--- config.mk ---
export PLATFORM = sky130hd
export DESIGN_NAME = sclk_ctrl
export DESIGN_NICKNAME = d
export VERILOG_FILES = /design/src/design/sclk_pkg.sv /design/src/design/sclk_ctrl.sv /design/src/design/sclk_sync3.sv /design/src/design/sclk_tick.sv
export SDC_FILE = /design/constraint.sdc
export NUM_CORES = 1
export LEC_CHECK = 0
export CAP_MARGIN = 0
export CORE_MARGIN = 2
export CORE_UTILIZATION = 50
export CTS_BUF_LIST = sky130_fd_sc_hd__clkbuf_8
export DETAILED_ROUTE_END_ITERATION = 6
export DONT_BUFFER_PORTS = 1
export PLACE_DENSITY = 0.71
export SLEW_MARGIN = 15
export SYNTH_ARGS = -nofsm -noshare
export SYNTH_HDL_FRONTEND = slang
export SYNTH_SLANG_ARGS = --single-unit
--- constraint.sdc ---
create_clock -name i_ref_clk -period 9.4 [get_ports i_ref_clk]
set_clock_uncertainty 0.15 [all_clocks]
set_input_delay 0 -clock i_ref_clk [delete_from_list [all_inputs] [get_ports i_ref_clk]]
set_output_delay 0 -clock i_ref_clk [all_outputs]
set_load 0.005 [all_outputs]
--- src/design/sclk_pkg.sv ---
// package: register map, encodings and timing constants of the sample clock control
package sclk_pkg;
  // ----------------------------------------------------------------
  // clock and timing
  // ----------------------------------------------------------------
  localparam int CLK_HZ = 50_000_000;
  localparam int CLK_PERIOD_NS = 20;
  localparam int MS_PER_S = 1000;
  localparam int MS_CYC = CLK_HZ / MS_PER_S;
  localparam logic [7:0] LOCK_MIN_MS = 8'h0A;
  localparam logic [7:0] LOCK_MAX_MS = 8'hC8;
  // ----------------------------------------------------------------
  // rate limits, plain defaults
  // ----------------------------------------------------------------
  localparam logic [31:0] MAX_RATE_DEF_HZ = 32'h3B9ACA00;
  localparam logic [31:0] MIN_NATIVE_DEF_HZ = 32'h05F5E100;
  localparam int DIV_EXP_MAX = 17;
  // ----------------------------------------------------------------
  // register offsets
  // ----------------------------------------------------------------
  localparam logic [17:0] ADDR_SAMPLE_RATE = 18'h04E20;
  localparam logic [17:0] ADDR_CLKOUT_EN = 18'h04E8E;
  localparam logic [17:0] ADDR_CLKOUT_FREQ = 18'h04E8F;
  localparam logic [17:0] ADDR_REF_HZ = 18'h04EAC;
  localparam logic [17:0] ADDR_CLK_SRC = 18'h04EE8;
  localparam logic [17:0] ADDR_OVERSAMPLE = 18'h30DBB;
  localparam logic [17:0] ADDR_CARD_CMD = 18'h00100;
  localparam logic [17:0] ADDR_CARD_RESULT = 18'h00104;
  localparam logic [17:0] ADDR_STATUS = 18'h00108;
  localparam logic [17:0] ADDR_IRQ_STAT = 18'h0010C;
  localparam logic [17:0] ADDR_IRQ_MASK = 18'h00110;
  // ----------------------------------------------------------------
  // field values and reset values
  // ----------------------------------------------------------------
  localparam logic [31:0] MODE_INT_PLL = 32'h00000001;
  localparam logic [31:0] MODE_EXT_REF = 32'h00000020;
  localparam int CMD_START_BIT = 0;
  localparam int CMD_STOP_BIT = 1;
  localparam logic [7:0] RES_OK = 8'h00;
  localparam logic [7:0] RES_NOT_LOCKED = 8'h01;
  localparam logic [7:0] RES_NO_EXT_CLK = 8'h02;
  localparam logic [31:0] RATE_RST = 32'h3B9ACA00;
  localparam logic [31:0] REF_RST = 32'h00989680;
  localparam int IRQ_W = 3;
  localparam int IRQ_START_DONE = 0;
  localparam int IRQ_START_FAIL = 1;
  localparam int IRQ_LOCK_LOST = 2;
  localparam int STAT_LOCK = 0;
  localparam int STAT_RUN = 1;
  localparam int STAT_BUSY = 2;
  localparam int STAT_EXT_CLK = 3;
  // ----------------------------------------------------------------
  // start sequence states
  // ----------------------------------------------------------------
  typedef enum logic [3:0] {
    ST_IDLE = 4'b0001,
    ST_PROG = 4'b0010,
    ST_WAIT = 4'b0100,
    ST_RUN = 4'b1000
  } sclk_state_type;
endpackage

--- src/design/sclk_ctrl.sv ---
// sample clock control: rate rounding, oversampling, reference mode, pll start and lock
//
// Decided for this implementation: strobed register access.
`timescale 1ns/1ns
module sclk_ctrl import sclk_pkg::*; #(
  parameter logic [31:0] P_MAX_RATE_HZ = MAX_RATE_DEF_HZ,
  parameter logic [31:0] P_MIN_NATIVE_HZ = MIN_NATIVE_DEF_HZ,
  parameter int P_MS_CYC = MS_CYC
) (
  input wire logic i_ref_clk,
  input wire logic i_reset,
  input wire logic [17:0] i_addr,
  input wire logic [31:0] i_wdata,
  input wire logic i_wr,
  input wire logic i_rd,
  output logic [31:0] o_rdata,
  output logic o_irq,
  input wire logic i_ext_clk_present,
  input wire logic i_pll_locked,
  output logic o_pll_program,
  output logic o_pll_ref_ext,
  output logic [31:0] o_pll_ref_hz,
  output logic [4:0] o_conv_exp,
  output logic [4:0] o_digital_exp,
  output logic o_clkout_oe,
  output logic o_card_running
);
  // ----------------------------------------------------------------
  // rate arithmetic
  // ----------------------------------------------------------------
  function automatic logic [4:0] exp_of(input logic [31:0] hz);
    logic [4:0] e;
    e = 5'h00;
    for (int i = 0; i <= DIV_EXP_MAX; i++) begin
      if ((P_MAX_RATE_HZ >> i) >= hz) begin
        e = 5'(i);
      end
    end
    return e;
  endfunction

  localparam logic [4:0] NAT_EXP = exp_of(P_MIN_NATIVE_HZ);

  logic [31:0] rate_q, ref_q, os_factor_w, rounded_w, clk_freq_w;
  logic ext_mode_q, clkout_q;
  logic [4:0] rate_exp_w, conv_exp_w, os_exp_w;

  assign rate_exp_w = exp_of(rate_q);
  assign rounded_w = P_MAX_RATE_HZ >> rate_exp_w;
  // converter never goes below its native floor; the rest is oversampling
  assign conv_exp_w = (rate_exp_w > NAT_EXP) ? NAT_EXP : rate_exp_w;
  assign os_exp_w = rate_exp_w - conv_exp_w;
  assign os_factor_w = 32'h00000001 << os_exp_w;
  assign clk_freq_w = P_MAX_RATE_HZ >> conv_exp_w;

  // ----------------------------------------------------------------
  // pins and divider
  // ----------------------------------------------------------------
  logic ext_s, lock_s, tick_w, prog_q, run_q;
  sclk_state_type state_q, state_d;

  sclk_sync3 u_sync_ext (
    .i_ref_clk(i_ref_clk),
    .i_reset(i_reset),
    .i_pin(i_ext_clk_present),
    .o_level(ext_s)
  );

  sclk_sync3 u_sync_lock (
    .i_ref_clk(i_ref_clk),
    .i_reset(i_reset),
    .i_pin(i_pll_locked),
    .o_level(lock_s)
  );

  sclk_tick #(
    .P_DIV(P_MS_CYC)
  ) u_ms_tick (
    .i_ref_clk(i_ref_clk),
    .i_reset(i_reset),
    .i_clear(state_q == ST_PROG),
    .o_tick(tick_w)
  );

  // ----------------------------------------------------------------
  // address decode
  // ----------------------------------------------------------------
  logic wr_rate_w, wr_clkout_w, wr_ref_w, wr_src_w, wr_cmd_w, wr_mask_w;
  logic rd_irq_w, start_w, stop_w, src_legal_w;

  assign wr_rate_w = i_wr && (i_addr == ADDR_SAMPLE_RATE);
  assign wr_clkout_w = i_wr && (i_addr == ADDR_CLKOUT_EN);
  assign wr_ref_w = i_wr && (i_addr == ADDR_REF_HZ);
  assign wr_src_w = i_wr && (i_addr == ADDR_CLK_SRC);
  assign wr_cmd_w = i_wr && (i_addr == ADDR_CARD_CMD);
  assign wr_mask_w = i_wr && (i_addr == ADDR_IRQ_MASK);
  assign rd_irq_w = i_rd && (i_addr == ADDR_IRQ_STAT);
  assign start_w = wr_cmd_w && i_wdata[CMD_START_BIT];
  assign stop_w = wr_cmd_w && i_wdata[CMD_STOP_BIT];
  assign src_legal_w = (i_wdata == MODE_INT_PLL) || (i_wdata == MODE_EXT_REF);

  // unknown mode codes are dropped so the source select always holds a legal mode
  always_ff @(posedge i_ref_clk) begin
    if (i_reset) begin
      rate_q <= RATE_RST;
      ref_q <= REF_RST;
      ext_mode_q <= 1'b0;
      clkout_q <= 1'b0;
    end else begin
      if (wr_rate_w) rate_q <= i_wdata;
      if (wr_ref_w) ref_q <= i_wdata;
      if (wr_src_w && src_legal_w) ext_mode_q <= (i_wdata == MODE_EXT_REF);
      if (wr_clkout_w) clkout_q <= i_wdata[0];
    end
  end

  // ----------------------------------------------------------------
  // start sequence
  // ----------------------------------------------------------------
  logic app_vld_q, app_ext_q, changed_w, no_ext_w, lock_ok_w, timeout_w;
  logic [31:0] app_ref_q;
  logic [4:0] app_exp_q, app_conv_q, app_os_q;
  logic [7:0] ms_q, result_q, result_d;
  logic [IRQ_W-1:0] ev_w;

  assign changed_w = !app_vld_q || (app_ext_q != ext_mode_q) ||
                     (app_ref_q != ref_q) || (app_exp_q != rate_exp_w);
  assign no_ext_w = ext_mode_q && !ext_s;
  // a stale lock from the old setting may linger, so it is ignored for the first LOCK_MIN_MS (10) ms
  assign lock_ok_w = lock_s && (ms_q >= LOCK_MIN_MS);
  assign timeout_w = ms_q >= LOCK_MAX_MS;

  always_comb begin
    state_d = state_q;
    result_d = result_q;
    ev_w = '0;
    case (state_q)
      ST_IDLE: begin
        if (start_w && no_ext_w) begin
          result_d = RES_NO_EXT_CLK;
          ev_w[IRQ_START_FAIL] = 1'b1;
        end else if (start_w && (changed_w || !lock_s)) begin
          state_d = ST_PROG;
        end else if (start_w) begin
          state_d = ST_RUN;
          result_d = RES_OK;
          ev_w[IRQ_START_DONE] = 1'b1;
        end
      end
      ST_PROG: begin
        state_d = ST_WAIT;
      end
      ST_WAIT: begin
        if (lock_ok_w) begin
          state_d = ST_RUN;
          result_d = RES_OK;
          ev_w[IRQ_START_DONE] = 1'b1;
        end else if (timeout_w) begin
          state_d = ST_IDLE;
          result_d = RES_NOT_LOCKED;
          ev_w[IRQ_START_FAIL] = 1'b1;
        end
      end
      ST_RUN: begin
        if (stop_w) begin
          state_d = ST_IDLE;
        end else if (!lock_s) begin
          state_d = ST_IDLE;
          result_d = RES_NOT_LOCKED;
          ev_w[IRQ_LOCK_LOST] = 1'b1;
        end
      end
      default: begin
        state_d = ST_IDLE;
      end
    endcase
  end

  always_ff @(posedge i_ref_clk) begin
    if (i_reset) begin
      state_q <= ST_IDLE;
      result_q <= RES_OK;
      ms_q <= 8'h00;
      prog_q <= 1'b0;
      run_q <= 1'b0;
    end else begin
      state_q <= state_d;
      result_q <= result_d;
      prog_q <= (state_d == ST_PROG);
      run_q <= (state_d == ST_RUN);
      if (state_q == ST_PROG) ms_q <= 8'h00;
      else if (state_q == ST_WAIT && tick_w) ms_q <= ms_q + 8'h01;
    end
  end

  // the pll always sits in the path, also for a one-to-one copy of the reference
  always_ff @(posedge i_ref_clk) begin
    if (i_reset) begin
      app_vld_q <= 1'b0;
      app_ext_q <= 1'b0;
      app_ref_q <= REF_RST;
      app_exp_q <= 5'h00;
      app_conv_q <= 5'h00;
      app_os_q <= 5'h00;
    end else if (state_q == ST_IDLE && state_d == ST_PROG) begin
      app_vld_q <= 1'b1;
      app_ext_q <= ext_mode_q;
      app_ref_q <= ref_q;
      app_exp_q <= rate_exp_w;
      app_conv_q <= conv_exp_w;
      app_os_q <= os_exp_w;
    end else if (state_q == ST_WAIT && state_d == ST_IDLE) begin
      app_vld_q <= 1'b0; // a failed lock forces a fresh attempt next start
    end
  end

  // ----------------------------------------------------------------
  // interrupts and read port
  // ----------------------------------------------------------------
  logic [IRQ_W-1:0] irq_stat_q, irq_mask_q, irq_stat_d;
  logic [31:0] status_w, rd_val_w, rdata_q;
  logic irq_q;

  // a new event in the clearing read cycle survives
  assign irq_stat_d = (rd_irq_w ? '0 : irq_stat_q) | ev_w;
  assign status_w = {28'h0000000, ext_s, state_q != ST_IDLE && state_q != ST_RUN,
                     state_q == ST_RUN, lock_s};
  assign rd_val_w =
    (i_addr == ADDR_SAMPLE_RATE) ? rounded_w :
    (i_addr == ADDR_CLKOUT_EN) ? {31'h00000000, clkout_q} :
    (i_addr == ADDR_CLKOUT_FREQ) ? clk_freq_w :
    (i_addr == ADDR_REF_HZ) ? ref_q :
    (i_addr == ADDR_CLK_SRC) ? (ext_mode_q ? MODE_EXT_REF : MODE_INT_PLL) :
    (i_addr == ADDR_OVERSAMPLE) ? os_factor_w :
    (i_addr == ADDR_CARD_RESULT) ? {24'h000000, result_q} :
    (i_addr == ADDR_STATUS) ? status_w :
    (i_addr == ADDR_IRQ_STAT) ? {29'h00000000, irq_stat_q} :
    (i_addr == ADDR_IRQ_MASK) ? {29'h00000000, irq_mask_q} : 32'h00000000;

  always_ff @(posedge i_ref_clk) begin
    if (i_reset) begin
      irq_stat_q <= '0;
      irq_mask_q <= '0;
      rdata_q <= 32'h00000000;
      irq_q <= 1'b0;
    end else begin
      irq_stat_q <= irq_stat_d;
      if (wr_mask_w) irq_mask_q <= i_wdata[IRQ_W-1:0];
      rdata_q <= i_rd ? rd_val_w : 32'h00000000;
      irq_q <= |(irq_stat_d & irq_mask_q);
    end
  end

  assign o_rdata = rdata_q;
  assign o_irq = irq_q;
  assign o_pll_program = prog_q;
  assign o_pll_ref_ext = app_ext_q;
  assign o_pll_ref_hz = app_ref_q;
  assign o_conv_exp = app_conv_q;
  assign o_digital_exp = app_os_q;
  assign o_clkout_oe = clkout_q;
  assign o_card_running = run_q;
endmodule // sclk_ctrl

--- src/design/sclk_sync3.sv ---
// three-stage pin synchroniser with agreement filter
`timescale 1ns/1ns
module sclk_sync3 (
  input wire logic i_ref_clk,
  input wire logic i_reset,
  input wire logic i_pin,
  output logic o_level
);
  logic s1_q;
  logic s2_q;
  logic s3_q;
  logic lvl_q;

  // only the second stage reads the first
  always_ff @(posedge i_ref_clk) begin
    if (i_reset) begin
      s1_q <= 1'b0;
      s2_q <= 1'b0;
      s3_q <= 1'b0;
      lvl_q <= 1'b0;
    end else begin
      s1_q <= i_pin;
      s2_q <= s1_q;
      s3_q <= s2_q;
      if (s2_q == s3_q) begin
        lvl_q <= s3_q;
      end
    end
  end

  assign o_level = lvl_q;
endmodule // sclk_sync3

--- src/design/sclk_tick.sv ---
// clearable divider giving a one-cycle enable pulse every P_DIV cycles
`timescale 1ns/1ns
module sclk_tick #(
  parameter int P_DIV = 50000
) (
  input wire logic i_ref_clk,
  input wire logic i_reset,
  input wire logic i_clear,
  output logic o_tick
);
  logic [31:0] cnt_q;
  logic tick_q;
  logic wrap_w;

  assign wrap_w = (cnt_q == 32'(P_DIV - 1));

  always_ff @(posedge i_ref_clk) begin
    if (i_reset || i_clear) begin
      cnt_q <= 32'h00000000;
      tick_q <= 1'b0;
    end else begin
      cnt_q <= wrap_w ? 32'h00000000 : cnt_q + 32'h00000001;
      tick_q <= wrap_w;
    end
  end

  assign o_tick = tick_q;
endmodule // sclk_tick

Yosys cells after proc, flatten, opt, wreduce, memory -nomap -nowiden
Index checks and enable logic that the tools add are counted.
- output and inout bits: 79
- bits in registers: 217
- bits of input ports: 56
- reduce and logical (&&, ||, !) cells: 34
- bitwise logic cells: 3
- shifts and indexed selects: 3
- add/sub/neg operators: 3
- magnitude comparators: 20
- mux-type cells: 59
- eq/ne operators: 33
- operators with widths (operator ; count):
    32-bit two-way mux ; 6
    18-bit by 15-bit == test with 1-bit output, second input constant ; 5
    18-bit by 9-bit == test with 1-bit output, second input constant ; 5
    5-bit two-way mux ; 17
    8-bit two-way mux ; 8
    30-bit by 5-bit right shift with 32-bit output, first input constant ; 2
    32-bit by 1-bit adder with 32-bit output, second input constant ; 1
    32-bit by 1-bit == test with 1-bit output, second input constant ; 1
    32-bit by 16-bit == test with 1-bit output, second input constant ; 1
    32-bit by 6-bit == test with 1-bit output, second input constant ; 1
    13-bit by 32-bit greater-or-equal comparator with 1-bit output, first input constant ; 1
    14-bit by 32-bit greater-or-equal comparator with 1-bit output, first input constant ; 1
    15-bit by 32-bit greater-or-equal comparator with 1-bit output, first input constant ; 1
    16-bit by 32-bit greater-or-equal comparator with 1-bit output, first input constant ; 1
    17-bit by 32-bit greater-or-equal comparator with 1-bit output, first input constant ; 1
    18-bit by 32-bit greater-or-equal comparator with 1-bit output, first input constant ; 1
    19-bit by 32-bit greater-or-equal comparator with 1-bit output, first input constant ; 1
    20-bit by 32-bit greater-or-equal comparator with 1-bit output, first input constant ; 1
    21-bit by 32-bit greater-or-equal comparator with 1-bit output, first input constant ; 1
    22-bit by 32-bit greater-or-equal comparator with 1-bit output, first input constant ; 1
    23-bit by 32-bit greater-or-equal comparator with 1-bit output, first input constant ; 1
    24-bit by 32-bit greater-or-equal comparator with 1-bit output, first input constant ; 1
    25-bit by 32-bit greater-or-equal comparator with 1-bit output, first input constant ; 1
    26-bit by 32-bit greater-or-equal comparator with 1-bit output, first input constant ; 1
    40 further kinds ; 94

Longest topological paths before layout
Gate-level depths: netlist of the first run.
- word-level depth: 29
- depth in mapped cells: 23
- mapped depth without buffers: 19

Hierarchy
A second synthesis of the first run with hierarchy kept.
- cell total of the unflattened synthesis: 1448
- area total of the unflattened synthesis: 11444.7 µm²
- by module, submodules not included (module ; cells each ; seq. area each (µm²) ; area an instance (µm²) ; times used):
    sclk_ctrl ; 1246 ; 3403.3 ; 9660.5 ; 1
    sclk_tick ; 182 ; 660.6 ; 1559.0 ; 1
    sclk_sync3 ; 10 ; 80.1 ; 112.6 ; 2

Least setup slack after synthesis of the first run
OpenSTA, ideal clock, no wires.
- path type: flip-flop to flip-flop
- from: register rate_q[0]
- to: register rdata_q[21] (netlist: o_rdata[21])
- data required time: 9.158 ns
- library setup time: 0.092 ns
- stages on the path, launching flop included: 22
- buffers on the path: 3
- slack: 4.124 ns
- data arrival time: 5.034 ns
- cell sequence: dfxtp_1 -> buf_2 -> or4_1 -> or4_1 -> a2111o_1 -> o211ai_1 -> o31ai_1 -> nand4_1 -> and2_1 -> buf_2 -> inv_1 -> ha_1 -> clkbuf_1 -> or3_1 -> a21oi_1 -> inv_1 -> ha_1 -> a21boi_1 -> nor3_1 -> and2_1 -> a221oi_1 -> o32ai_1
- cells in the longest elaborated chain, start to end: 28
- elaborated cells between the ends (all ways): 46
- those cells by class: 1 x add/sub; 18 x order compare; 3 x shift; 24 x mux
- ends and longest elaborated chain (what ; line ; RTL):
    start, declared ; sclk_ctrl.sv:44 ; logic [31:0] rate_q, ref_q, os_factor_w, rounded_w, clk_freq_w;
    start signal, assigned ; sclk_ctrl.sv:110 ; if (wr_rate_w) rate_q <= i_wdata;
    29-bit by 32-bit greater-or-equal comparator with 1-bit output ; sclk_ctrl.sv:35 ; if ((P_MAX_RATE_HZ >> i) >= hz) begin
    1-bit two-way mux ; sclk_ctrl.sv:35 ;
    5-bit two-way mux (15 in a row) ; sclk_ctrl.sv:35 ;
    5-bit two-way mux (*) ; sclk_ctrl.sv:35 ;
    5-bit by 2-bit greater-than comparator with 1-bit output ; sclk_ctrl.sv:51 ; assign conv_exp_w = (rate_exp_w > NAT_EXP) ? NAT_EXP : rate_exp_w;
    5-bit two-way mux (*) ; sclk_ctrl.sv:51 ;
    net conv_exp_w[0] ; sclk_ctrl.sv:46 ; logic [4:0] rate_exp_w, conv_exp_w, os_exp_w;
    5-bit subtractor ; sclk_ctrl.sv:52 ; assign os_exp_w = rate_exp_w - conv_exp_w;
    1-bit by 5-bit left shift with 32-bit output ; sclk_ctrl.sv:53 ; assign os_factor_w = 32'h00000001 << os_exp_w;
    32-bit two-way mux ; sclk_ctrl.sv:234 ; (i_addr == ADDR_OVERSAMPLE) ? os_factor_w :
    32-bit two-way mux ; sclk_ctrl.sv:233 ; (i_addr == ADDR_CLK_SRC) ? (ext_mode_q ? MODE_EXT_REF : MODE_INT_PLL) :
    32-bit two-way mux ; sclk_ctrl.sv:232 ; (i_addr == ADDR_REF_HZ) ? ref_q :
    32-bit two-way mux (*) ; sclk_ctrl.sv:231 ; (i_addr == ADDR_CLKOUT_FREQ) ? clk_freq_w :
    32-bit two-way mux (*) ; sclk_ctrl.sv:230 ; (i_addr == ADDR_CLKOUT_EN) ? {31'h00000000, clkout_q} :
    32-bit two-way mux (*) ; sclk_ctrl.sv:229 ; (i_addr == ADDR_SAMPLE_RATE) ? rounded_w :
    end signal, assigned ; sclk_ctrl.sv:249 ; rdata_q <= i_rd ? rd_val_w : 32'h00000000;
    end, declared ; sclk_ctrl.sv:221 ; logic [31:0] status_w, rd_val_w, rdata_q;
The timed path passes the listed nets; every way through them passes the cells marked *.
A chain may end at the register's enable or synchronous reset.

Worst setup path after layout of the first run
- from: register rate_q[1]
- to: register rdata_q[21] (netlist: o_rdata[21])
Same word-level chain as after synthesis.

==> results of run 1 <==
synthesized netlist by cell type, types with 4 or more instances:
library cell  number
xnor2_1           11
or3_1              9
buf_2              4
a22oi_1           10
a21oi_1          102
inv_1             35
nand3b_1          26
nand2b_1           8
nor2_1           174
buf_1              4
and2_1            20
ha_1              19
o21ai_0           34
nand3_1           50
nand2_1          227
a221oi_1          18
o31ai_1           10
clkbuf_1          82
o2111ai_1          7
nor2b_1           17
a21boi_0           5
a211oi_1           9
nor3b_1            5
o22ai_1           11
dfxtp_1          211
or4b_2             5
o22a_1             4
xor2_1            55
and3_1            29
a31oi_1           10
o21a_1             5
nand4_1           20
a222oi_1           6
mux2_2             4
a21o_1             9
a311oi_1           4
nor3_1            29
or4_1              4
nor4_1            31
o211ai_1           9
nor4b_1            4
mux2i_1           37
or2_2              8
a211o_1           12
logic make-up (layout without fill, tap and decap cells):
family | after synthesis | in the layout | share of synthesized area
AOI/OAI and AO/OA | 305 | 305 | 0.183
xor gates and xnor gates | 67 | 67 | 0.0524
adders and majority gates | 19 | 19 | 0.0210
buffers and inverters | 130 | 180 | 0.0458
DFF | 211 | 211 | 0.372
muxes | 41 | 41 | 0.0366
other | 0 | 2 | 0
and+or+nand+nor | 680 | 680 | 0.289
routing by layer:
layer / vias to the layer above / GRT usage
li1: 5217 / -
met1: 5355 / 0.429
met2: 682 / 0.526
met3: 173 / 0.0869
met4: 0 / 0.195
met5: - / 0
worst register-to-register path: cells and delay by family, from the launching register on:
kind / cells / cell delay, ns
buffers and inverters: 2 / 0.35
and+or+nand+nor: 7 / 2.98
DFF: 1 / 0.42
AOI/OAI and AO/OA: 7 / 1.69
adders and majority gates: 2 / 0.62
through the flow:
stage	std cells	total power [uW]	hold slack (ns)	utilization	setup WS, ns
floorplan	1453	946	-0.0261	-	4.12
global placement	1652	942	-0.0675	0.507	3.31
detailed placement	1652	943	-0.0695	0.507	3.30
CTS	1788	1820	0.0498	0.573	3.26
global route	1790	1860	0.0749	0.573	2.62
finish	1790	1800	0.0602	0.573	3.08
power breakdown:
group          leakage (uW)  internal, uW  switching [uW]
registers           0.00170           898            2.01
logic               0.00299          26.1            39.2
clock network      0.000415           450             390
total               0.00511          1370             431
registers in the layout, indices dropped and copies added, names as in the netlist, 2 cells and up:
name and cells:
app_exp_q 5, irq_mask_q 3, irq_stat_q 3, ms_q 8, o_conv_exp 5, o_digital_exp 5, o_pll_ref_hz 32, o_rdata 32
rate_q 32, ref_q 32, result_q 2, state_q 4, u_ms_tick.cnt_q 32
worst min-delay path by stage:
stage	startpoint	endpoint	slack (ns)	cells after the start
floorplan	i_wdata[14]	rate_q[14]	-0.03	2
global placement	i_reset	u_sync_ext.o_level	-0.07	1
detailed placement	i_reset	u_sync_ext.s1_q	-0.07	1
CTS	i_wdata[27]	rate_q[27]	0.05	3
global route	i_wdata[28]	rate_q[28]	0.07	3
finish	i_wdata[27]	rate_q[27]	0.06	3
cells in the final DEF (no fill, tap or decap), types with 18 or more instances in the layout:
| cell | count |
|---|---|
| a21oi_1 | 102 |
| clkbuf_8 | 47 |
| xor2_1 | 55 |
| o21ai_0 | 34 |
| nor2_1 | 173 |
| dfxtp_1 | 211 |
| dlygate4sd3_1 | 72 |
| nand2_1 | 227 |
| mux2i_1 | 37 |
| and3_1 | 29 |
| nand3_1 | 50 |
| and2_1 | 20 |
| nand4_1 | 20 |
| inv_1 | 46 |
| nor4_1 | 31 |
| ha_1 | 19 |
| nor3_1 | 29 |
| nand3b_1 | 26 |
| a221oi_1 | 18 |
area by class of cell:
cell class,instances,area (um2),area share
multi-input combinational,1112,6600,0.513
sequential,211,4220,0.328
timing repair buffer,82,816,0.0634
clock buffer,47,647,0.0503
tap,285,357,0.0277
inverter,35,131,0.0102
clock inverter,16,78.8,0.00613
antenna,2,5.00,0.000389
==> impl.org, run 1 <==
** Worst setup path
- Cell family contributing the most delay on the critical path :: simple AND/OR/NAND/NOR gates
- Path depth of the worst reg2reg path :: 18
- Internal reg-to-reg setup slack :: 3.08 ns
- CP required :: around 9.7 ns
- The worst setup path is captured at a flop.
- Startpoint types :: flop
- Critical Setup Path Class :: reg2reg
- R2R Path End :: o_rdata[21]
- Master of the slowest instance on the critical path :: nor3_1
- In this run the critical register-to-register path is launched from rate_q[1].
- Max stage delay on crit path :: 0.64 ns
- Critical path depth :: 18
- Critical Path Start :: rate_q[1]
- The critical path ends at o_rdata[21].
- Crit path cell chain :: or4_1, or4_1, a2111o_1, o211ai_1, o31ai_1, nand4_1, and2_1, inv_1, ha_1, or3_1, a21oi_1, inv_1, ha_1, a21boi_1, nor3_1, and2_1, a221oi_1, o32ai_1
- Signal arrival time at the worst endpoint :: 6.61 ns
- The critical path contains buffers and inverters numbering 2 combined.
- Maximum fanout along the worst path :: 13

** Clock tree
- The later pin in the worst-skew pair is clocked with a latency of 0.57 ns.
- Hold_buf cts :: 73
- Post-cts sizing count :: 0
- After clock tree synthesis, the clock-pin slew on the worst setup and hold paths is around 0.060 ns.
- Root buffer selected by CTS :: clkbuf_8
- Maximum level of the CTS H-tree :: 2
- After clock tree synthesis, the setup repair step added 0 buffers.
- Number of buffers between clock root and the deepest sink :: 3
- TritonCTS buffer count :: 36
- TritonCTS clock tree :: built
- CTS Sinks :: between 200 and 250

** Synth
- The cell area that synthesis handed to floorplanning was ~0.011 mm2.
- For this run, the leading register cell type out of synthesis is dfxtp_1.
- Share of the synthesized area in the top cell type :: 0.372
- Post-synthesis net count :: 1528
- Number of register bits inferred by synthesis :: 211
- In the synthesized netlist the async set-or-reset flop fraction comes to 0.
- YS warnings :: 0
- Part of the Yosys area used for sequential elements :: 0.372
- Synth area leaders :: dfxtp_1 (37%), nand2_1 (7.5%), nor2_1 (5.8%), a21oi_1 (4.5%), xor2_1 (4.2%)
- Unique cell type count in the Yosys netlist :: 78
- Cell count after synthesis :: 1453
- Yosys mapped a number of flops with a built-in enable equal to 0.
- Post-synthesis average cell area :: 7.81 um2
- The largest total area in the synthesized netlist belongs to dfxtp_1.

** GRT
- All-Layer GR Usage :: 0.339
- The number of global-route vias before repair was 10840.
- Summed over all layers, the global routing overflow is 0.
- Wire length of the first global-routing pass :: 63300 um
- Entering global routing, the biggest net connects 137 pins.
- The number of antenna violations at the first check in global routing was 2.

** Placement
- Placed inst area :: 0.0114 mm2
- Once detailed placement completed, the half-perimeter wirelength came to 28700 um.
- Port Buffer Count :: 0
- Final estimated routing congestion in global placement :: around 0.98

** Drt
- Uppermost routed layer :: met4
- DRC violation count after routing :: 0
- The first routing iteration left 1305 violations.
- The first detailed-routing pass took 7 iterations.
- The routed design uses ~4200 um of met3 wire.
- Met1 routed wirelength after detailed routing :: 16300 um
- The final layout contains routed wiring with a total length of 41300 um.
- The count of nets left with antenna violations once routing finished came out at 0.
- In the detailed route, the total length drawn on met2 is 18100 um.
- Wire per inst :: around 23 um
- Routed via count :: 11427
- Using the TritonRoute via totals, the vias-per-cell ratio works out to 6.38.

** Pwr
- VDD sags by at most 0.000134 V.
- In this run the power density over the cells is 140 mW/mm2.
- In this run the static leakage power is 0.00511 uW.

** Die
- The core region is 0.0224 mm2.
- Top Ports :: roughly 140
- The die is 155 um wide.
- Die Outline Area :: 0.0239 mm2
- The initial utilization of the core area, before any placement, comes to 0.506.
- Die outline height :: roughly 150 um
- In this run the core area contains between 50 and 60 standard-cell rows.

** Timing
- Timing would allow up to 0.158 GHz.
- The hold violation count in the final report was 0.
- Slew at the pin with the worst max-slew slack :: 1.20 ns
- Ratio of final minimum period to clock period :: 0.672
- Max-slew violation count :: 0
- Unrepaired setup endpoints after global routing :: false
- TNS Setup :: 0 ns
- Max-Slew Margin vs Limit :: 0.193
- Number of endpoints failing setup at the final stage :: 0
- Tmin final :: roughly 6.3 ns

** Layout
- Of the cells placed in the final design, the portion with a size suffix greater than 1 is 0.0592.
- The filler cells instantiated in the layout total between 2000 and 2500.
- The final layout contains around 1600 nets.
- Synthesis-to-finish area growth :: 13.4%
- Post-Layout Inst Area :: about 0.013 mm2

** Run
- The tool flagged a number of max-cap violations equal to 0.

** Hold path
- Worst min path class :: in2reg

** Run status
- The run finished with clean final reports.
Note: power is estimated with default switching activity, not from simulation.
==> run 2: changes to the inputs <==
ABC_AREA = 1   (was default)
PLACE_DENSITY = 0.74   (was 0.71)
clock period = 5.8 ns   (was 9.4 ns; I/O delays follow)
==> run 2 against run 1 <==
Net effect:
- power is 71% higher
- area after synthesis is 6.3% higher
- cell area is 7.0% higher
- worst setup slack worse by 2.7 ns
- non-clock buffer count is 8 lower
- global-route usage is 0.25 points higher
- die area is 6.1% higher
- hold slack worse by 0.029 ns
- first-iteration DRC count is 0.46% higher
- largest power group is now clock
- critical path depth is 18 higher
- fmax is 16% higher
- sequential power is 62% higher
==> impl.org, run 2 <==
** Run status
- The run finished with clean final reports.

** Synth
- The share of the Yosys chip area taken by registers is 0.350.
- Adder and majority cell fraction of the synthesized area :: 0.0197
- After synthesis, the cell types taking the most area are dfxtp_1 (35%), nand2_1 (11%), inv_1 (8.1%), o21ai_0 (6.8%), nor2_1 (6.8%).
- EDFF count, synth :: 0
- Compound-Gate Fraction of Synth Area :: 0.207
- Counting instances in the post-synthesis netlist gives the leading cell types as nand2_1 (343), inv_1 (261), nor2_1 (217), dfxtp_1 (211), o21ai_0 (164).
- Cell count after synthesis :: 1829
- Counting distinct cell types in the post-synthesis netlist gives between 50 and 60.
- Post-synthesis average cell area :: 6.59 um2
- By area, the combinational part of the netlist is dominated by simple AND/OR/NAND/NOR gates.
- Of the total synthesized cell area, the portion taken by XOR and XNOR cells is 0.00581.
- YS warnings :: 0
- Proportion of synthesized area in mux cells :: 0
- Library cell with the largest summed area after synthesis :: dfxtp_1
- Post-synthesis instance area :: around 0.012 mm2
- Number of register bits inferred by synthesis :: 211
- The number of nets in the synthesized netlist is around 1900.
- Of the total synthesized cell area, the portion taken by AND, OR, NAND and NOR gates is 0.307.
- Share of flip-flops with an asynchronous set or reset after synthesis :: 0
- Share of the synthesized area in the top cell type :: 0.350
- Library cell with the highest instance count after synthesis :: nand2_1
- The most used flip-flop cell after synthesis is dfxtp_1.

** Drt
- Total wire length :: between 40000 and 50000 um
- Uppermost routed layer :: met4
- The count of nets left with antenna violations once routing finished came out at 0.
- DR pass1 iterations :: 7
- Summed over all nets, wire length on met2 after detailed routing comes to ~20000 um.
- Routed via count :: 12830
- In the routed design, unresolved DRC markers number 0.
- Met3 wire length :: 4080 um
- Using the TritonRoute via totals, the vias-per-cell ratio works out to 5.74.
- After detailed routing, the average wire length per cell comes to 19.8 um.
- After the first detailed-routing iteration, the DRC count stood at 1311.
- Met1 routed wirelength after detailed routing :: 18200 um

** Timing
- Tmin final :: 5.43 ns
- The hold violation count in the final report is 0.
- Number of endpoints failing setup at the final stage :: 0
- Of the available clock period, the critical path in the final layout requires 0.936.
- TNS Setup :: 0 ns
- Unrepaired setup endpoints after global routing :: false
- Slew at the pin with the worst max-slew slack :: 0.958 ns
- Static timing analysis puts the maximum clock frequency at 0.184 GHz.
- Max-slew violation count :: 0
- Across all hold checks on the routed design, the worst slack comes to ~0.032 ns.
- Measured against its own limit, the worst slew margin works out to 0.359.
- Worst-case setup margin in the final layout :: 0.368 ns

** Worst setup path
- The critical path contains buffers and inverters numbering 6 combined.
- Maximum fanout along the worst path :: 12
- Data arrives at the worst endpoint at 5.73 ns.
- Critical Setup Path Class :: reg2reg
- Broken down by cell family, the worst path's largest delay share belongs to simple AND/OR/NAND/NOR gates.
- Among all stages on the critical path, the largest delay is contributed by dlygate4sd3_1.
- CP endpoint kind :: flop
- Startpoint types :: flop
- Data on the critical path is required at its endpoint by roughly 6.1 ns.
- In this design, the critical path's most frequently occurring cell is nand2_1.
- Max stage delay on crit path :: 0.55 ns

** Placement
- The congestion estimate from routability-driven global placement came to 1.03.
- After legalization and detailed placement, the total HPWL measured 33400 um.
- Placement-stage worst setup slack :: 0.760 ns
- During placement, the flow inserted port buffers numbering 0.

** Clock tree
- Skew-Pair Late Insertion Delay :: 0.56 ns
- CTS saw roughly 210 sinks.
- CTS built an H-tree with a depth of 2.
- Once the clock tree was built, the setup fixing pass inserted 0 buffers.
- Number of buffers between clock root and the deepest sink :: 3
- Clock tree synthesis inserted a total of 39 buffers.
- Root buffer selected by CTS :: clkbuf_8
- Clock transition at the register clock pins on the worst setup and hold paths after CTS :: roughly 0.060 ns
- TritonCTS built the clock tree.

** Layout
- Summing all multi-input logic gate instances after layout gives 0.00655 mm2.
- Leaving out fill and tap cells, the most frequent cell in the layout is nand2_1.
- Fill cells in the final layout number between 2000 and 2500.
- Leaving out fill and tap cells, the most frequent cells in the layout are nand2_1 (342), inv_1 (274), nor2_1 (212), dfxtp_1 (207), o21ai_0 (164).
- Summing all flip-flop and latch instances after layout gives 0.00423 mm2.
- Ant. Diodes :: 0
- From synthesis to final layout, the design area changed by 14.1%.
- Once layout is complete, the utilization of the core stands at 0.585.
- Number of nets at the end of the flow :: 1961
- Fraction of layout cells with a size suffix above 1 :: 0.0882

** GRT
- Wire length of the first global-routing pass :: approximately 70000 um
- Number of global-route vias before repair :: 12224
- For this run the aggregate overflow at the end of global routing stands at 0.
- Across every metal layer, demand over resource in global routing totals 0.342.
- The number of antenna violations at the first check in global routing is 0.
- Largest net degree at the start of global routing :: 63

** Die
- Top Ports :: 135
- Die outline height :: 159 um
- The floorplan has 56 rows.
- The die is 159 um wide.
- Die Outline Area :: approximately 0.025 mm2
- The region available for standard cell placement spans 0.0235 mm2.
- For this configuration, the core starts out at a cell density of 0.512.

** Pwr
- Switching Share :: 0.236
- For this design the static power due to leakage is 0.00589 uW.
- For this design the ratio of total power to cell area is about 220 mW/mm2.
- Clock power frac :: 0.492
- Across the VDD grid, the largest voltage drop is 0.000180 V.
- Of the total power, registers draw 0.472.
- Combinational cell fraction of total power :: 0.036
- In this run the power spent charging and discharging nets is 727 uW.
- The internal portion of the total power is 2360 uW.

** Run
- Maximum Capacitance Violations :: 0

** Hold path
- Worst min path class :: in2reg
[run 2: layer usage]
metal	track usage	vias to the layer above
li1	-	6194
met1	0.433	5907
met2	0.555	606
met3	0.0852	123
met4	0.146	0
met5	0	-
[run 2: final timing paths]
kind / cells after the start / slack, ns / from / endpoint
setup / recovery: 36 / 0.37 / rate_q[15] / o_rdata[0]
setup reg to reg: 36 / 0.37 / rate_q[15] / o_rdata[0]
hold reg to reg: 2 / 0.26 / u_sync_ext.s1_q / u_sync_ext.s2_q
hold / removal: 6 / 0.03 / i_addr[7] / o_rdata[5]
[run 2: layout make-up]
type,count,area share
well taps,319,0.0290
clock inverters,21,0.0105
multi-input cells,1284,0.476
flip-flops and latches,211,0.307
repair buffers,74,0.0518
clock buffers,50,0.0500
inverters,276,0.0756
[run 2: worst reg2reg max path: cells and delay by family (launching register included)]
family / cells / cell delay (ns)
AND/OR/NAND/NOR: 21 / 1.98
buffers and inverters: 6 / 1.23
AO/OA/AOI/OAI: 7 / 1.00
adder cells (fa/ha/maj): 2 / 0.49
flip-flops: 1 / 0.47
[run 2: cell families after synthesis]
family	after synthesis
AOI/OAI and AO/OA	423
xor gates and xnor gates	8
adders and majority gates	19
buffers and inverters	334
DFF	211
and+or+nand+nor	834
[run 2: through the flow]
step	power, uW	instances	area, um2
5_1_grt	3180	2235	13800
2_1_floorplan	1540	1829	12100
4_1_cts	3090	2235	13700
3_3_place_gp	1560	2101	12300
6_report	3090	2235	13800
3_5_place_dp	1560	2101	12300
[run 2: repair_timing]
action                     4_1_cts  5_1_grt
setup endpoints to repair        0        1
gates resized for setup          0       13
hold endpoints to repair       144        0
hold buffers                    63        0
[run 2: power groups by stage]
stage	logic, uW	clock network [uW]	registers [uW]
floorplan	52.1	0	1490
global placement	68.6	0	1490
detailed placement	69.2	0	1490
CTS	107	1530	1460
global route	120	1610	1460
finish	111	1520	1460
==> run 3: changes to the inputs <==
--- a/constraint.sdc
+++ b/constraint.sdc
@@ -4,2 +4,2 @@
 set_output_delay 0 -clock i_ref_clk [all_outputs]
-set_load 0.005 [all_outputs]
+set_load 0.02 [all_outputs]
==> run 3 against run 2 <==
Net effect:
- clock-buffer cell count unchanged
- critical endpoint unchanged
- sequential share of layout area about the same
- register-to-register slack better by 0.02 ns
- highest routed layer unchanged
- via count up 0.47%
==> impl.org, run 3 (synthesis gave the netlist of run 2 again) <==
** Run status
- Outcome :: finished clean

** Worst setup path
- CP required :: about 6.1 ns
- In this run the worst setup path begins at rate_q[15].
- Startpoint of the most critical register-to-register path :: rate_q[15]
- CP endpoint kind :: flop
- Across all register-to-register paths, the minimum setup slack is 0.39 ns.
- Critical path depth :: 36
- STA classifies the critical path startpoint as a flop.
- Critical Setup Path Class :: reg2reg
- On the critical path, the stage with the largest delay is an instance of dlygate4sd3_1.
- Path depth of the worst reg2reg path :: 36
- In this design, the stage delay of the slowest critical-path cell is 0.55 ns.
- Capturing instance or port of the critical path :: o_rdata[0]
- Crit path top cell by count :: nand2_1
- The worst register-to-register path ends at o_rdata[0].
- The cell family contributing the most delay on the critical path is simple AND/OR/NAND/NOR gates.
- The number of buffers and inverters on the critical path is 6.
- Data arrives at the worst endpoint at 5.71 ns.
- Of all nets on the critical path, the largest fanout is 12.

** Pwr
- Internal power :: 2360 uW
- Switching Share :: 0.235
- The analysis attributes to cell leakage a power of 0.00590 uW.
- IR analysis of the VDD net gives a maximum drop of 0.000180 V.
- Sequential Power Share :: 0.473
- Combinational cell fraction of total power :: 0.036
- Power density over cell area :: 224 mW/mm2
- Summed over all nets, the switching power comes to just over 700 uW.
- Clock power frac :: 0.491

** Clock tree
- The H-tree was split into 2 levels.
- TritonCTS built the clock tree.
- Skew-Pair Late Insertion Delay :: 0.56 ns
- CTS Sinks :: 211
- CTS placed an instance of clkbuf_8 at the clock tree root.
- No sink is reached through more buffers than the 3 on the longest clock path.
- Buffers inserted during clock tree synthesis total 39.
- After clock tree synthesis, the clock-pin slew on the worst setup and hold paths is about 0.060 ns.

** Die
- For this configuration, the core starts out at a cell density of 0.512.
- Pin placement for this block handled 135 I/O pins.
- Area of the placeable core :: around 0.024 mm2
- The die covers 0.0254 mm2.
- Row count :: 56
- Horizontal extent of the die :: 159 um
- Die outline height :: 159 um

** Placement
- Prior to clock tree synthesis, the placed netlist has a worst setup slack of 0.760 ns.
- Half-perimeter wire length of the detailed placement result :: 33400 um
- Number of instances in the placed design :: 2101
- Port Buffer Count :: 0
- Final estimated routing congestion in global placement :: 1.03

** Timing
- Number of failing hold endpoints at the final stage :: 0
- After layout, the worst setup slack is 0.386 ns.
- Setup violations remaining at the end of the flow were counted as 0.
- Counting I/O delays and the setup requirement, the final critical path takes 5.41 ns.
- After routing, the total negative slack on setup checks comes to 0 ns.
- For this run, the top clock speed supported by timing is 0.185 GHz.
- Ratio of final minimum period to clock period :: 0.933
- Unrepaired setup endpoints after global routing :: false
- Max-Slew Margin vs Limit :: 0.369
- The max-slew violation count is 0.
- Slew at the pin with the worst max-slew slack :: 0.943 ns

** GRT
- Entering global routing, the biggest net connects between 60 and 70 pins.
- The number of global-route vias before repair was 12282.
- In the global route stage, overall resource usage came out at 0.343.
- Summed over all layers, the global routing overflow is 0.
- The first global-routing pass estimated between 60000 and 70000 um of wire.
- Antenna violations before repair :: 0

** Layout
- Of the cells placed in the final design, the portion with a size suffix greater than 1 is 0.0881.
- Finished Layout Cells :: 2237
- The library cell used most frequently in the layout, excluding fill and tap cells, is nand2_1.
- Synthesis-to-finish area growth :: 14.3%
- Commonest non-fill, non-tap cells in the layout :: nand2_1 (342), inv_1 (274), nor2_1 (212), dfxtp_1 (207), o21ai_0 (164)
- Once layout is complete, the utilization of the core stands at 0.586.
- The number of antenna diodes in the final layout is 0.
- Number of nets at the end of the flow :: roughly 2000

** Drt
- DR pass1 iterations :: 7
- The detailed router finished its first iteration with approximately 1400 violations.
- Antenna viol nets, final :: 0
- In the routed layout, each cell is associated on average with a via count of 5.76.
- Wire per inst :: 19.9 um
- After detailed routing, the number of remaining DRC violations is 0.
- Routed via count :: 12890
- Total wire length :: 44500 um

** Hold path
- Worst min path class :: in2reg

** Run
- Max-cap violations in this run came to 0.
## run 3: per-layer routing
layer / track usage / wire length, um / vias up
li1: - / - / 6193
met1: 0.430 / 17900 / 5906
met2: 0.551 / 20000 / 645
met3: 0.0896 / 4480 / 146
met4: 0.164 / 2150 / 0
met5: 0 / 0 / -
## run 3: how the worst min path moves through the flow
stage                                 end  cells past startpoint  slack (ns)         startpoint
final                          rate_q[15]                      3        0.03               i_wr
after global placement          app_vld_q                      1       -0.08            i_reset
after floorplan           u_sync_ext.s1_q                      2       -0.04  i_ext_clk_present
after CTS                     o_rdata[27]                      7       0.003         i_addr[14]
after detailed placement        app_vld_q                      1       -0.08            i_reset
after global routing            ref_q[20]                      3        0.03        i_wdata[20]
## run 3: metrics by stage
step / cell area [um2] / hold WS [ns] / power [uW]
finish: 13800 / 0.0270 / 3080
global route: 13800 / 0.0326 / 3180
CTS: 13700 / 0.00291 / 3100
detailed placement: 12300 / -0.0816 / 1560
global placement: 12300 / -0.0823 / 1560
floorplan: 12100 / -0.0430 / 1540
## run 3: what timing repair did
action	in CTS	in global routing
gates resized for setup	0	13
buffers inserted	0	0
hold endpoints to repair	143	0
endpoints found under the setup margin	0	1
hold buffers	65	0
## run 3: power groups by stage
stage                     Sequential, uW  Clock (uW)  Combinational [uW]
final                               1460        1510                 112
after global placement              1490           0                68.6
after floorplan                     1490           0                52.1
after CTS                           1460        1530                 108
after global routing                1460        1610                 121
after detailed placement            1490           0                69.2
## run 3: worst min-delay path: cells and delay by family
kind	cells	cell delay, ns
AND/OR/NAND/NOR	3	0.67
## run 3: final cells by class
cell class              count  area (um2)
clock buffers              50         688
inverters                 276        1040
fillers                  2293        9760
well taps                 319         399
multi-input cells        1284        6550
clock inverters            21         145
repair buffers             76         733
flip-flops and latches    211        4230
